### config.mk
export PLATFORM = sky130hd
export DESIGN_NAME = can_mailbox_ts
export DESIGN_NICKNAME = d
export VERILOG_FILES = /design/src/core/can_ts_pkg.sv /design/src/core/stamp_counter.sv /design/src/core/rx_store_select.sv /design/src/core/can_mailbox_ts.sv
export SDC_FILE = /design/constraint.sdc
export NUM_CORES = 2
export LEC_CHECK = 0
export ABC_CLOCK_PERIOD_IN_PS = 5670
export BUFFER_PORTS_ARGS = -buffer_cell sky130_fd_sc_hd__clkbuf_2
export CORE_MARGIN = 4
export CORE_UTILIZATION = 47
export CTS_CLUSTER_SIZE = 10
export DETAILED_ROUTE_END_ITERATION = 16
export GPL_TIMING_DRIVEN = 0
export HOLD_SLACK_MARGIN = 0.06
export PLACE_DENSITY = 0.7
export SETUP_SLACK_MARGIN = 0.5
export SLEW_MARGIN = 20
export SYNTH_ARGS = -nofsm -noshare
export SYNTH_HDL_FRONTEND = slang
export SYNTH_HIERARCHICAL = 1
export SYNTH_SLANG_ARGS = --single-unit
### constraint.sdc
create_clock -name clk -period 5.67 [get_ports clk]
set_input_delay 0.2835 -clock clk [delete_from_list [all_inputs] [get_ports clk]]
set_output_delay 0.2835 -clock clk [all_outputs]
set_load 0.01 [all_outputs]
### src/core/can_ts_pkg.sv
// constants, register map and carrier types of the mailbox overwrite
// and time-stamp block; shared by the top module and its two leaves
package can_ts_pkg;

  localparam int          MBOX_COUNT    = 32;
  localparam int          SYNC_MBOX     = 16;       // mailbox used for time sync
  localparam logic [31:0] ZERO_WORD     = 32'h00000000;
  localparam logic [3:0]  FULL_BE       = 4'hF;

  // register byte offsets
  localparam logic [7:0]  OFS_PROTECT   = 8'h00;
  localparam logic [7:0]  OFS_TX_PIN    = 8'h04;
  localparam logic [7:0]  OFS_RX_PIN    = 8'h08;
  localparam logic [7:0]  OFS_COUNTER   = 8'h0C;
  localparam logic [7:0]  OFS_MASTER    = 8'h10;
  localparam logic [7:0]  OFS_GFLAGS    = 8'h14;
  localparam logic [7:0]  OFS_GMASK     = 8'h18;
  localparam logic [7:0]  OFS_RX_PEND   = 8'h1C;
  localparam logic [7:0]  OFS_RX_LOST   = 8'h20;
  localparam logic [7:0]  OFS_STAMP_LO  = 8'h80;    // mailbox n stamp at 0x80 + 4n

  // field positions
  localparam int          PIN_FUNC_BIT  = 3;
  localparam int          MSB_CLR_BIT   = 14;
  localparam int          SYNC_CLR_BIT  = 15;
  localparam int          OVF_BIT       = 16;
  localparam int          IRQ_LINE_BIT  = 2;

  // reset values
  localparam logic [31:0] PROTECT_RST   = 32'h00000000;
  localparam logic        PIN_FUNC_RST  = 1'b0;
  localparam logic [31:0] COUNTER_RST   = 32'h00000000;

  // avalon-mm request from the master
  typedef struct packed {
    logic        read;
    logic        write;
    logic [7:0]  address;
    logic [31:0] writedata;
    logic [3:0]  byteenable;
  } avm_req_t;

  // avalon-mm answer to the master
  typedef struct packed {
    logic        waitrequest;
    logic [31:0] readdata;
  } avm_rsp_t;

endpackage

### src/core/stamp_counter.sv
// free-running 32-bit time-stamp counter
// assumes bit_tick is a one-cycle pulse per bit time on the same clock
`timescale 1ns/1ps
module stamp_counter (
  input  wire logic        clk,        // system clock
  input  wire logic        rst_b,      // async reset, active low
  input  wire logic        bit_tick,   // one pulse per bit time
  input  wire logic        hold,       // init, sleep or suspend
  input  wire logic        msb_clear,  // clear top bit only
  input  wire logic        sync_clear, // clear whole counter
  input  wire logic        load,       // software write
  input  wire logic [31:0] load_val,   // software write value
  output logic      [31:0] count,      // counter value
  output logic             msb_rise    // top bit went 0 to 1
);
  import can_ts_pkg::*;

  logic [31:0] next_count;

  // next value, priority load, sync clear, msb clear, tick
  always_comb begin
    next_count = count;
    if (load) begin
      next_count = load_val;
    end else if (sync_clear) begin
      next_count = ZERO_WORD;
    end else begin
      if (msb_clear) begin
        next_count[31] = 1'b0;
      end
      if (bit_tick && !hold) begin
        next_count = next_count + 32'h00000001;
      end
    end
  end

  always_ff @(posedge clk or negedge rst_b) begin
    if (!rst_b) begin
      count <= COUNTER_RST;
    end else begin
      count <= next_count;
    end
  end

  always_ff @(posedge clk or negedge rst_b) begin
    if (!rst_b) begin
      msb_rise <= 1'b0;
    end else begin
      msb_rise <= next_count[31] && !count[31];
    end
  end

endmodule // stamp_counter

### src/core/rx_store_select.sv
// picks the mailbox that takes an accepted receive message
// assumes match holds every mailbox whose identifier fits the message
`timescale 1ns/1ps
module rx_store_select (
  input  wire logic [31:0] match,      // matching mailboxes
  input  wire logic [31:0] pending,    // unread message held
  input  wire logic [31:0] protect,    // overwrite protection bits
  output logic             found,      // a mailbox takes it
  output logic       [4:0] index,      // chosen mailbox
  output logic             lost        // unread message replaced
);
  import can_ts_pkg::*;

  // ascending search; first free or unprotected match wins
  always_comb begin
    found = 1'b0;
    index = 5'h00;
    lost  = 1'b0;
    for (int i = 0; i < MBOX_COUNT; i++) begin
      if (!found && match[i]) begin
        if (!pending[i]) begin
          found = 1'b1;
          index = 5'(i);
        end else if (!protect[i]) begin
          found = 1'b1;
          index = 5'(i);
          lost  = 1'b1;
        end
      end
    end
  end

endmodule // rx_store_select

### src/core/can_mailbox_ts.sv
// mailbox overwrite decision, pin function control and time stamps
// assumes protocol engine, bit timing and message ram on clk; avalon slave
//
// The address map and the Avalon-MM interface to the registers are this design's own decisions.
`timescale 1ns/1ps
module can_mailbox_ts (
  input  wire logic                clk,             // system clock 200 MHz
  input  wire logic                rst_b,           // async reset, active low
  input  wire can_ts_pkg::avm_req_t bus_req,        // avalon request
  output can_ts_pkg::avm_rsp_t     bus_rsp,         // avalon answer
  input  wire logic                bus_receive_pin, // receive pin, async
  output logic                     bus_transmit_pin,// transmit pin
  input  wire logic                tx_bit,          // bit from protocol engine
  output logic                     rx_bit,          // bit to protocol engine
  input  wire logic                bit_tick,        // pulse once per bit time
  input  wire logic                proto_busy,      // protocol owns registers
  input  wire logic                init_mode,       // initialization mode
  input  wire logic                sleep_mode,      // sleep mode
  input  wire logic                suspend_mode,    // suspend mode
  input  wire logic                protected_write_mode, // protected writes on
  input  wire logic                standard_compat_mode, // compatibility mode
  input  wire logic [31:0]         mbox_direction,  // 1 receive, 0 transmit
  input  wire logic                rx_accept,       // accepted message pulse
  input  wire logic [31:0]         rx_match,        // matching mailboxes
  input  wire logic                tx_done,         // transmit complete pulse
  input  wire logic [4:0]          tx_index,        // mailbox that sent
  output logic                     store_valid,     // store message pulse
  output logic [4:0]               store_index,     // mailbox to store into
  output logic [31:0]              rx_pending,      // unread message flags
  output logic [31:0]              rx_lost,         // lost message flags
  output logic                     irq_line_zero,   // global interrupt line 0
  output logic                     irq_line_one     // global interrupt line 1
);
  import can_ts_pkg::*;

  ////////////////////////////////////////////////////////////////////////
  // registers and wires

  logic [31:0] overwrite_protect;
  logic        tx_pin_func;
  logic        rx_pin_func;
  logic        mbox_sync_clear;
  logic        stamp_overflow_flag;
  logic        stamp_overflow_mask;
  logic        global_irq_line;
  logic [31:0] mbox_stamp [MBOX_COUNT];
  logic        bus_ack;
  logic [31:0] readdata;
  logic [31:0] next_readdata;
  logic        rx_meta;
  logic        rx_sync;
  logic        sel_found;
  logic [4:0]  sel_index;
  logic        sel_lost;
  logic        rx_ev;
  logic        rx_hold_v;
  logic        tx_hold_v;
  logic [4:0]  rx_hold_idx;
  logic [4:0]  tx_hold_idx;
  logic [31:0] rx_hold_val;
  logic [31:0] tx_hold_val;
  logic        commit_rx;
  logic        commit_tx;
  logic [31:0] count;
  logic        msb_rise;
  logic        wr_go;
  logic        full_word;
  logic        cnt_load;
  logic        cnt_sync;
  logic        cnt_msb_clr;

  // true when the request addresses the given offset
  function automatic logic hit(input logic [7:0] addr, input logic [7:0] ofs);
    return addr == ofs;
  endfunction

  ////////////////////////////////////////////////////////////////////////
  // avalon slave: one wait cycle, then the answer

  // acknowledge on second cycle of each request
  always_ff @(posedge clk or negedge rst_b) begin
    if (!rst_b) begin
      bus_ack <= 1'b0;
    end else begin
      bus_ack <= (bus_req.read || bus_req.write) && !bus_ack;
    end
  end

  assign bus_rsp.waitrequest = (bus_req.read || bus_req.write) && !bus_ack;
  assign bus_rsp.readdata    = readdata;
  assign wr_go               = bus_req.write && bus_ack;
  assign full_word           = bus_req.byteenable == FULL_BE;

  // read multiplexer, unmapped and reserved read as zero
  always_comb begin
    next_readdata = ZERO_WORD;
    if (bus_req.address >= OFS_STAMP_LO) begin
      next_readdata = mbox_stamp[bus_req.address[6:2]];
    end else if (hit(bus_req.address, OFS_PROTECT)) begin
      next_readdata = overwrite_protect;
    end else if (hit(bus_req.address, OFS_TX_PIN)) begin
      next_readdata[PIN_FUNC_BIT] = tx_pin_func;
    end else if (hit(bus_req.address, OFS_RX_PIN)) begin
      next_readdata[PIN_FUNC_BIT] = rx_pin_func;
    end else if (hit(bus_req.address, OFS_COUNTER)) begin
      if (!standard_compat_mode) begin
        next_readdata = count;
      end
    end else if (hit(bus_req.address, OFS_MASTER)) begin
      next_readdata[SYNC_CLR_BIT] = mbox_sync_clear;
    end else if (hit(bus_req.address, OFS_GFLAGS)) begin
      next_readdata[OVF_BIT] = stamp_overflow_flag;
    end else if (hit(bus_req.address, OFS_GMASK)) begin
      next_readdata[OVF_BIT]      = stamp_overflow_mask;
      next_readdata[IRQ_LINE_BIT] = global_irq_line;
    end else if (hit(bus_req.address, OFS_RX_PEND)) begin
      next_readdata = rx_pending;
    end else if (hit(bus_req.address, OFS_RX_LOST)) begin
      next_readdata = rx_lost;
    end
  end

  // read data captured in the wait cycle, stands at the answer
  always_ff @(posedge clk or negedge rst_b) begin
    if (!rst_b) begin
      readdata <= ZERO_WORD;
    end else if (bus_req.read && !bus_ack) begin
      readdata <= next_readdata;
    end
  end

  ////////////////////////////////////////////////////////////////////////
  // software controlled registers

  // one bit per mailbox, reset unprotected
  always_ff @(posedge clk or negedge rst_b) begin
    if (!rst_b) begin
      overwrite_protect <= PROTECT_RST;
    end else if (wr_go && full_word && hit(bus_req.address, OFS_PROTECT)) begin
      overwrite_protect <= bus_req.writedata;
    end
  end

  always_ff @(posedge clk or negedge rst_b) begin
    if (!rst_b) begin
      tx_pin_func <= PIN_FUNC_RST;
      rx_pin_func <= PIN_FUNC_RST;
    end else if (wr_go && full_word && protected_write_mode) begin
      if (hit(bus_req.address, OFS_TX_PIN)) begin
        tx_pin_func <= bus_req.writedata[PIN_FUNC_BIT];
      end
      if (hit(bus_req.address, OFS_RX_PIN)) begin
        rx_pin_func <= bus_req.writedata[PIN_FUNC_BIT];
      end
    end
  end

  // stored sync-clear enable
  always_ff @(posedge clk or negedge rst_b) begin
    if (!rst_b) begin
      mbox_sync_clear <= 1'b0;
    end else if (wr_go && full_word && hit(bus_req.address, OFS_MASTER)) begin
      mbox_sync_clear <= bus_req.writedata[SYNC_CLR_BIT];
    end
  end

  // global mask and line select, protected writes
  always_ff @(posedge clk or negedge rst_b) begin
    if (!rst_b) begin
      stamp_overflow_mask <= 1'b0;
      global_irq_line     <= 1'b0;
    end else if (wr_go && full_word && protected_write_mode &&
                 hit(bus_req.address, OFS_GMASK)) begin
      stamp_overflow_mask <= bus_req.writedata[OVF_BIT];
      global_irq_line     <= bus_req.writedata[IRQ_LINE_BIT];
    end
  end

  ////////////////////////////////////////////////////////////////////////
  // pins

  // receive pin synchroniser
  always_ff @(posedge clk or negedge rst_b) begin
    if (!rst_b) begin
      rx_meta <= 1'b1;
      rx_sync <= 1'b1;
    end else begin
      rx_meta <= bus_receive_pin;
      rx_sync <= rx_meta;
    end
  end

  always_ff @(posedge clk or negedge rst_b) begin
    if (!rst_b) begin
      bus_transmit_pin <= 1'b1;
    end else begin
      bus_transmit_pin <= tx_pin_func ? tx_bit : 1'b1;
    end
  end

  assign rx_bit = rx_pin_func ? rx_sync : 1'b1;

  ////////////////////////////////////////////////////////////////////////
  // receive store decision

  rx_store_select u_select (
    .match   (rx_match),
    .pending (rx_pending),
    .protect (overwrite_protect),
    .found   (sel_found),
    .index   (sel_index),
    .lost    (sel_lost)
  );

  always_ff @(posedge clk or negedge rst_b) begin
    if (!rst_b) begin
      store_valid <= 1'b0;
      store_index <= 5'h00;
    end else begin
      store_valid <= rx_accept && sel_found;
      if (rx_accept && sel_found) begin
        store_index <= sel_index;
      end
    end
  end

  assign rx_ev = rx_accept && sel_found;

  // pending and lost flags, set wins over write-one clear
  always_ff @(posedge clk or negedge rst_b) begin
    if (!rst_b) begin
      rx_pending <= ZERO_WORD;
      rx_lost    <= ZERO_WORD;
    end else begin
      for (int i = 0; i < MBOX_COUNT; i++) begin
        if (rx_ev && sel_index == 5'(i)) begin
          rx_pending[i] <= 1'b1;
        end else if (wr_go && full_word && hit(bus_req.address, OFS_RX_PEND) &&
                     bus_req.writedata[i]) begin
          rx_pending[i] <= 1'b0;
        end
        if (rx_ev && sel_lost && sel_index == 5'(i)) begin
          rx_lost[i] <= 1'b1;
        end else if (wr_go && full_word && hit(bus_req.address, OFS_RX_LOST) &&
                     bus_req.writedata[i]) begin
          rx_lost[i] <= 1'b0;
        end
      end
    end
  end

  ////////////////////////////////////////////////////////////////////////
  // time-stamp counter

  // protected software load, not in compatibility mode
  assign cnt_load    = wr_go && full_word && protected_write_mode &&
                       !standard_compat_mode && hit(bus_req.address, OFS_COUNTER);
  assign cnt_msb_clr = wr_go && full_word && hit(bus_req.address, OFS_MASTER) &&
                       bus_req.writedata[MSB_CLR_BIT];
  // sync mailbox completion by its direction
  assign cnt_sync    = mbox_sync_clear &&
                       ((rx_ev && sel_index == 5'(SYNC_MBOX) && mbox_direction[SYNC_MBOX]) ||
                        (tx_done && tx_index == 5'(SYNC_MBOX) && !mbox_direction[SYNC_MBOX]));

  stamp_counter u_counter (
    .clk        (clk),
    .rst_b      (rst_b),
    .bit_tick   (bit_tick),
    .hold       (init_mode || sleep_mode || suspend_mode),
    .msb_clear  (cnt_msb_clr),
    .sync_clear (cnt_sync),
    .load       (cnt_load),
    .load_val   (bus_req.writedata),
    .count      (count),
    .msb_rise   (msb_rise)
  );

  // overflow flag, set wins over write-one clear
  always_ff @(posedge clk or negedge rst_b) begin
    if (!rst_b) begin
      stamp_overflow_flag <= 1'b0;
    end else if (msb_rise) begin
      stamp_overflow_flag <= 1'b1;
    end else if (wr_go && full_word && hit(bus_req.address, OFS_GFLAGS) &&
                 bus_req.writedata[OVF_BIT]) begin
      stamp_overflow_flag <= 1'b0;
    end
  end

  // masked request routed to one line
  assign irq_line_one  = stamp_overflow_flag && stamp_overflow_mask && global_irq_line;
  assign irq_line_zero = stamp_overflow_flag && stamp_overflow_mask && !global_irq_line;

  ////////////////////////////////////////////////////////////////////////
  // stamp capture; writes yield to the protocol engine

  // commit when idle, tx only once rx holds nothing, or forced by a newer event
  assign commit_rx = rx_hold_v && (!proto_busy || rx_ev);
  assign commit_tx = tx_hold_v && ((!proto_busy && !rx_hold_v) || tx_done);

  // counter value taken at the completion
  always_ff @(posedge clk or negedge rst_b) begin
    if (!rst_b) begin
      rx_hold_v <= 1'b0;
      tx_hold_v <= 1'b0;
    end else begin
      rx_hold_v <= rx_ev || (rx_hold_v && !commit_rx);
      tx_hold_v <= tx_done || (tx_hold_v && !commit_tx);
    end
  end

  // capture slots, data only
  always_ff @(posedge clk) begin
    if (rx_ev) begin
      rx_hold_idx <= sel_index;
      rx_hold_val <= count;
    end
    if (tx_done) begin
      tx_hold_idx <= tx_index;
      tx_hold_val <= count;
    end
  end

  // per-mailbox stamp, capture wins over software
  always_ff @(posedge clk) begin
    for (int i = 0; i < MBOX_COUNT; i++) begin
      if (commit_tx && tx_hold_idx == 5'(i)) begin
        mbox_stamp[i] <= tx_hold_val;
      end else if (commit_rx && rx_hold_idx == 5'(i)) begin
        mbox_stamp[i] <= rx_hold_val;
      end else if (wr_go && full_word && bus_req.address >= OFS_STAMP_LO &&
                   bus_req.address[6:2] == 5'(i)) begin
        mbox_stamp[i] <= bus_req.writedata;
      end
    end
  end

endmodule // can_mailbox_ts

==> load_flow_metrics.sql <==
INSERT INTO impl_metrics (metric_group, metric, value, unit) VALUES
('clock_network', 'cts.clk_slew.worst_paths', '0.06', 'ns'),
('setup_path', 'crit_family', 'buffers and inverters', ''),
('setup_path', 'cp_slowest_cell', 'nor4_2', ''),
('floorplanning', 'floorplan.initialDensity', '0.473', ''),
('setup_path', 'timing.critical_path.arrival', '6.06', 'ns'),
('clock_network', 'cts_max_path_buffers', '3', ''),
('clock_network', 'numCtsBuffers', '152', ''),
('setup_path', 'path_class', 'input port to flip-flop', ''),
('setup_path', 'crit_path_capture_type', 'flip-flop', ''),
('setup_path', 'worstPathMaxFanout', '10', ''),
('synthesis', 'synthXorXnorAreaFrac', '0.00293', ''),
('pwr', 'vdd_drop_max', '0.000262', 'V'),
('placement', 'port-buffer-count', '200', ''),
('detailed_routing', 'detail_route.iter0.violations', '11700', ''),
('floorplanning', 'placeable_core_area', '0.158', 'sq mm'),
('synthesis', 'yosys_register_bits', '1277', ''),
('outcome', 'status', 'complete, no violations', ''),
('synthesis', 'synth_top_family_by_area', 'multiplexers', ''),
('pwr', 'comb_power_share', '0.137', ''),
('global_routing', 'grt_max_degree', '88', ''),
('clock_network', 'htreeDepth', '4', ''),
('detailed_routing', 'post-route-drc-count', '0', ''),
('global_routing', 'use_met1', '0.542', ''),
('clock_network', 'sink_count', '1277', ''),
('placement', 'numPlacedInstances', '9138', ''),
('pwr', 'p_int', '16.5', 'mW'),
('floorplanning', 'die_y', '407', 'microns'),
('global_routing', 'gr-max-usage-layer', 'met2', ''),
('global_routing', 'groute.layer.met2.usage', '0.613', ''),
('sta', 'fin_skew', '0.0351', 'ns'),
('synthesis', 'adder_cell_share_of_the_synthesized_area', '0.000167', ''),
('sta', 'final_period_minus_worst_setup_slack', '5.31', 'ns'),
('synthesis', 'postSynth.asyncResetShare', '0.140', ''),
('setup_path', 'worst_setup_path_start_kind', 'input port', ''),
('global_routing', 'global_route.usage.met3', '0.199', ''),
('synthesis', 'synth-main-ff-cell', 'edfxtp_1', ''),
('sta', 'maxClockFrequency', '0.188', 'GHz'),
('pwr', 'seq_power_share', '0.468', ''),
('synthesis', 'post_synth_inst_count', '6752', ''),
('sta', 'tightest_slew', '1.34', 'ns'),
('pwr', 'clockPowerShare', '0.396', ''),
('detailed_routing', 'routed_wirelength', '370000', 'microns'),
('synthesis', 'avgSynthCellArea', '11.1', 'sq um'),
('setup_path', 'cp.required', '6.41', 'ns'),
('placement', 'dp_hpwl', '290000', 'microns'),
('sta', 'final-hold-violation-count', '0', ''),
('sta', 'slew-limit-headroom', '0.109', ''),
('pwr', 'switching_share', '0.286', ''),
('finish', 'drive_above_1_share', '0.162', ''),
('clock_network', 'clock_latency', '0.84', 'ns'),
('synthesis', 'yosys_warnings', '6', ''),
('detailed_routing', 'route.vias.total', '66200', ''),
('synthesis', 'synth_largest_area_cell', 'edfxtp_1', ''),
('synthesis', 'post_synth_mux_area_share', '0.215', ''),
('detailed_routing', 'detail_route.vias_per_cell', '7.00', ''),
('pwr', 'power.total', '23.1', 'mW'),
('floorplanning', 'boundaryPins', '235', ''),
('setup_path', 'cp_slowest_stage_delay', '1.02', 'ns'),
('synthesis', 'synth_edf_count', '1098', ''),
('pwr', 'cellPowerDensity', '270', 'mW/mm^2'),
('sta', 'setup-tns-final', '0', 'ns'),
('global_routing', 'grt_remaining_overflow', '0', ''),
('worst_hold_path', 'path_class_of_the_lowest_slack_min_delay_path', 'input port to flip-flop', ''),
('global_routing', 'antenna_violations_before_repair', '30', ''),
('finish', 'syn_to_final_growth', '14.5', '%'),
('finish', 'layoutNonFillerInstCount', '9446', ''),
('clock_network', 'tritoncts', 'done', ''),
('placement', 'routabilityCongestion', '1.09', ''),
('synthesis', 'yosys-top-cells-area', 'edfxtp_1 (44%), mux2i_1 (15%), dfrtp_1 (5.9%)', ''),
('sta', 'rsz_0062_raised_after_global_routing', 'false', ''),
('synthesis', 'post_synth_num_cell_types', '99', '');
-- layer usage --
metal,share of wire,up-vias
met4,0.086,16
met2,0.40,6113
met1,0.34,32400
met3,0.17,1335
met5,0.00077,-
li1,-,26200
-- per-stage QoR --
stage,util,setup slack (ns)
floorplan,-,1.41
global placement,0.495,-2.36
detailed placement,0.509,-0.332
CTS,0.540,0.507
global route,0.541,0.503
finish,0.541,0.356
-- sequential cells by signal (all words and copies together), names as in the netlist, 32 cells and up --
name	flops
mbox_stamp	1024
overwrite_protect	32
readdata	32
rx_hold_val	32
rx_lost	32
rx_pending	32
tx_hold_val	32
u_counter/count	32
-- power groups by stage --
stage	Combinational, mW	Sequential [mW]	Clock, mW
after floorplan	1.57	10.9	0
after global placement	2.77	11.0	0
after detailed placement	2.92	11.0	0
after CTS	2.96	10.8	9.03
after global routing	3.21	10.8	9.42
final	3.16	10.8	9.15
-- cell usage in the layout, fill, tap and decap left out, types with 15 or more instances in the layout --
cell and count:
clkbuf_2 238, nor2_1 537, nor3_1 16, nor2b_1 20
clkbuf_16 156, o211ai_1 33, diode_2 18, nand3_1 41
buf_16 29, o221ai_1 38, clkbuf_1 555, mux4_2 193
a22oi_1 55, inv_1 29, dlygate4sd3_1 52, nor4_2 15
nand4_1 28, xor2_1 16, o21ai_1 508, a2111oi_4 18
a21o_1 37, o2bb2ai_1 20, a211oi_1 37, a21oi_1 500
a221oi_1 27, a21boi_0 20, buf_4 106, a22o_1 111
mux2_2 55, buf_12 20, and2_1 17, nand2_1 746
mux2i_1 1109, a211o_1 34, edfxtp_1 1098, buf_2 204
o21ai_0 86, dfrtp_1 176, nand2b_1 24, o22ai_1 36
-- logic make-up (layout without fill, tap and decap cells) --
| family | after synthesis | in the layout |
|---|---|---|
| buffers and inverters | 845 | 1449 |
| adder cells (fa/ha/maj) | 1 | 1 |
| multiplexers | 1357 | 1357 |
| other | 0 | 18 |
| XOR/XNOR | 25 | 25 |
| flip-flops | 1277 | 1277 |
| AO/OA/AOI/OAI | 1683 | 1683 |
| AND/OR/NAND/NOR | 1564 | 1564 |
-- worst paths after layout --
check,depth (start not counted),end,from,slack [ns]
hold reg to reg,0,rx_sync$_DFF_PN1_,rx_meta$_DFF_PN1_,0.36
setup reg to reg,13,mbox_stamp[5][15]$_DFFE_PP_,overwrite_protect[0]$_DFFE_PN0P_,0.42
setup / recovery,13,u_counter/count[19]$_DFFE_PN0P_,bus_req[38],0.36
min in group asynchronous,4,overwrite_protect[17]$_DFFE_PN0P_,rst_b,0.58
max in group asynchronous,4,tx_hold_v$_DFF_PN0_,rst_b,4.57
hold / removal,5,readdata[28]$_DFFE_PN0P_,bus_req[38],0.13
-- worst register-to-register path, delay by kind of cell, from the launching register on --
| family | cells | cell delay, ns |
|---|---|---|
| AO/OA/AOI/OAI | 3 | 0.73 |
| buffers and inverters | 3 | 1.05 |
| flip-flops | 1 | 0.59 |
| AND/OR/NAND/NOR | 6 | 2.35 |
| multiplexers | 1 | 0.25 |
-- cells in the mapped netlist (44+ instances only) --
cell      instances
mux2i_1        1109
edfxtp_1       1098
nand2_1         747
clkbuf_1        558
nor2_1          540
o21ai_1         508
a21oi_1         500
buf_2           200
mux4_2          193
dfrtp_1         176
a22o_1          111
o21ai_0         100
a22oi_1          55
mux2_2           55
nand3_1          47
buf_4            44
o221ai_1         44
-- cell type report --
cell class | count | area [sq um] | share of cell area
diodes | 18 | 45.0 | 0.000525
plain buffers | 814 | 3530 | 0.0411
clock buffers | 198 | 4100 | 0.0478
clock inverters | 27 | 185 | 0.00216
inverters | 31 | 116 | 0.00136
multi-input cells | 4630 | 34300 | 0.400
flip-flops and latches | 1277 | 37500 | 0.437
well taps | 2072 | 2590 | 0.0302
repair buffers | 379 | 3400 | 0.0396
-- repair_timing --
item / 4_1_cts / 5_1_grt
pin swaps: 4 / 7
setup endpoints to repair: 484 / 364
hold buffers: 53 / 0
gates cloned: 0 / 0
resized for setup: 12 / 34
setup buffers: 4 / 7
hold endpoints to repair: 229 / 0
(Power assumes the default switching activity.)
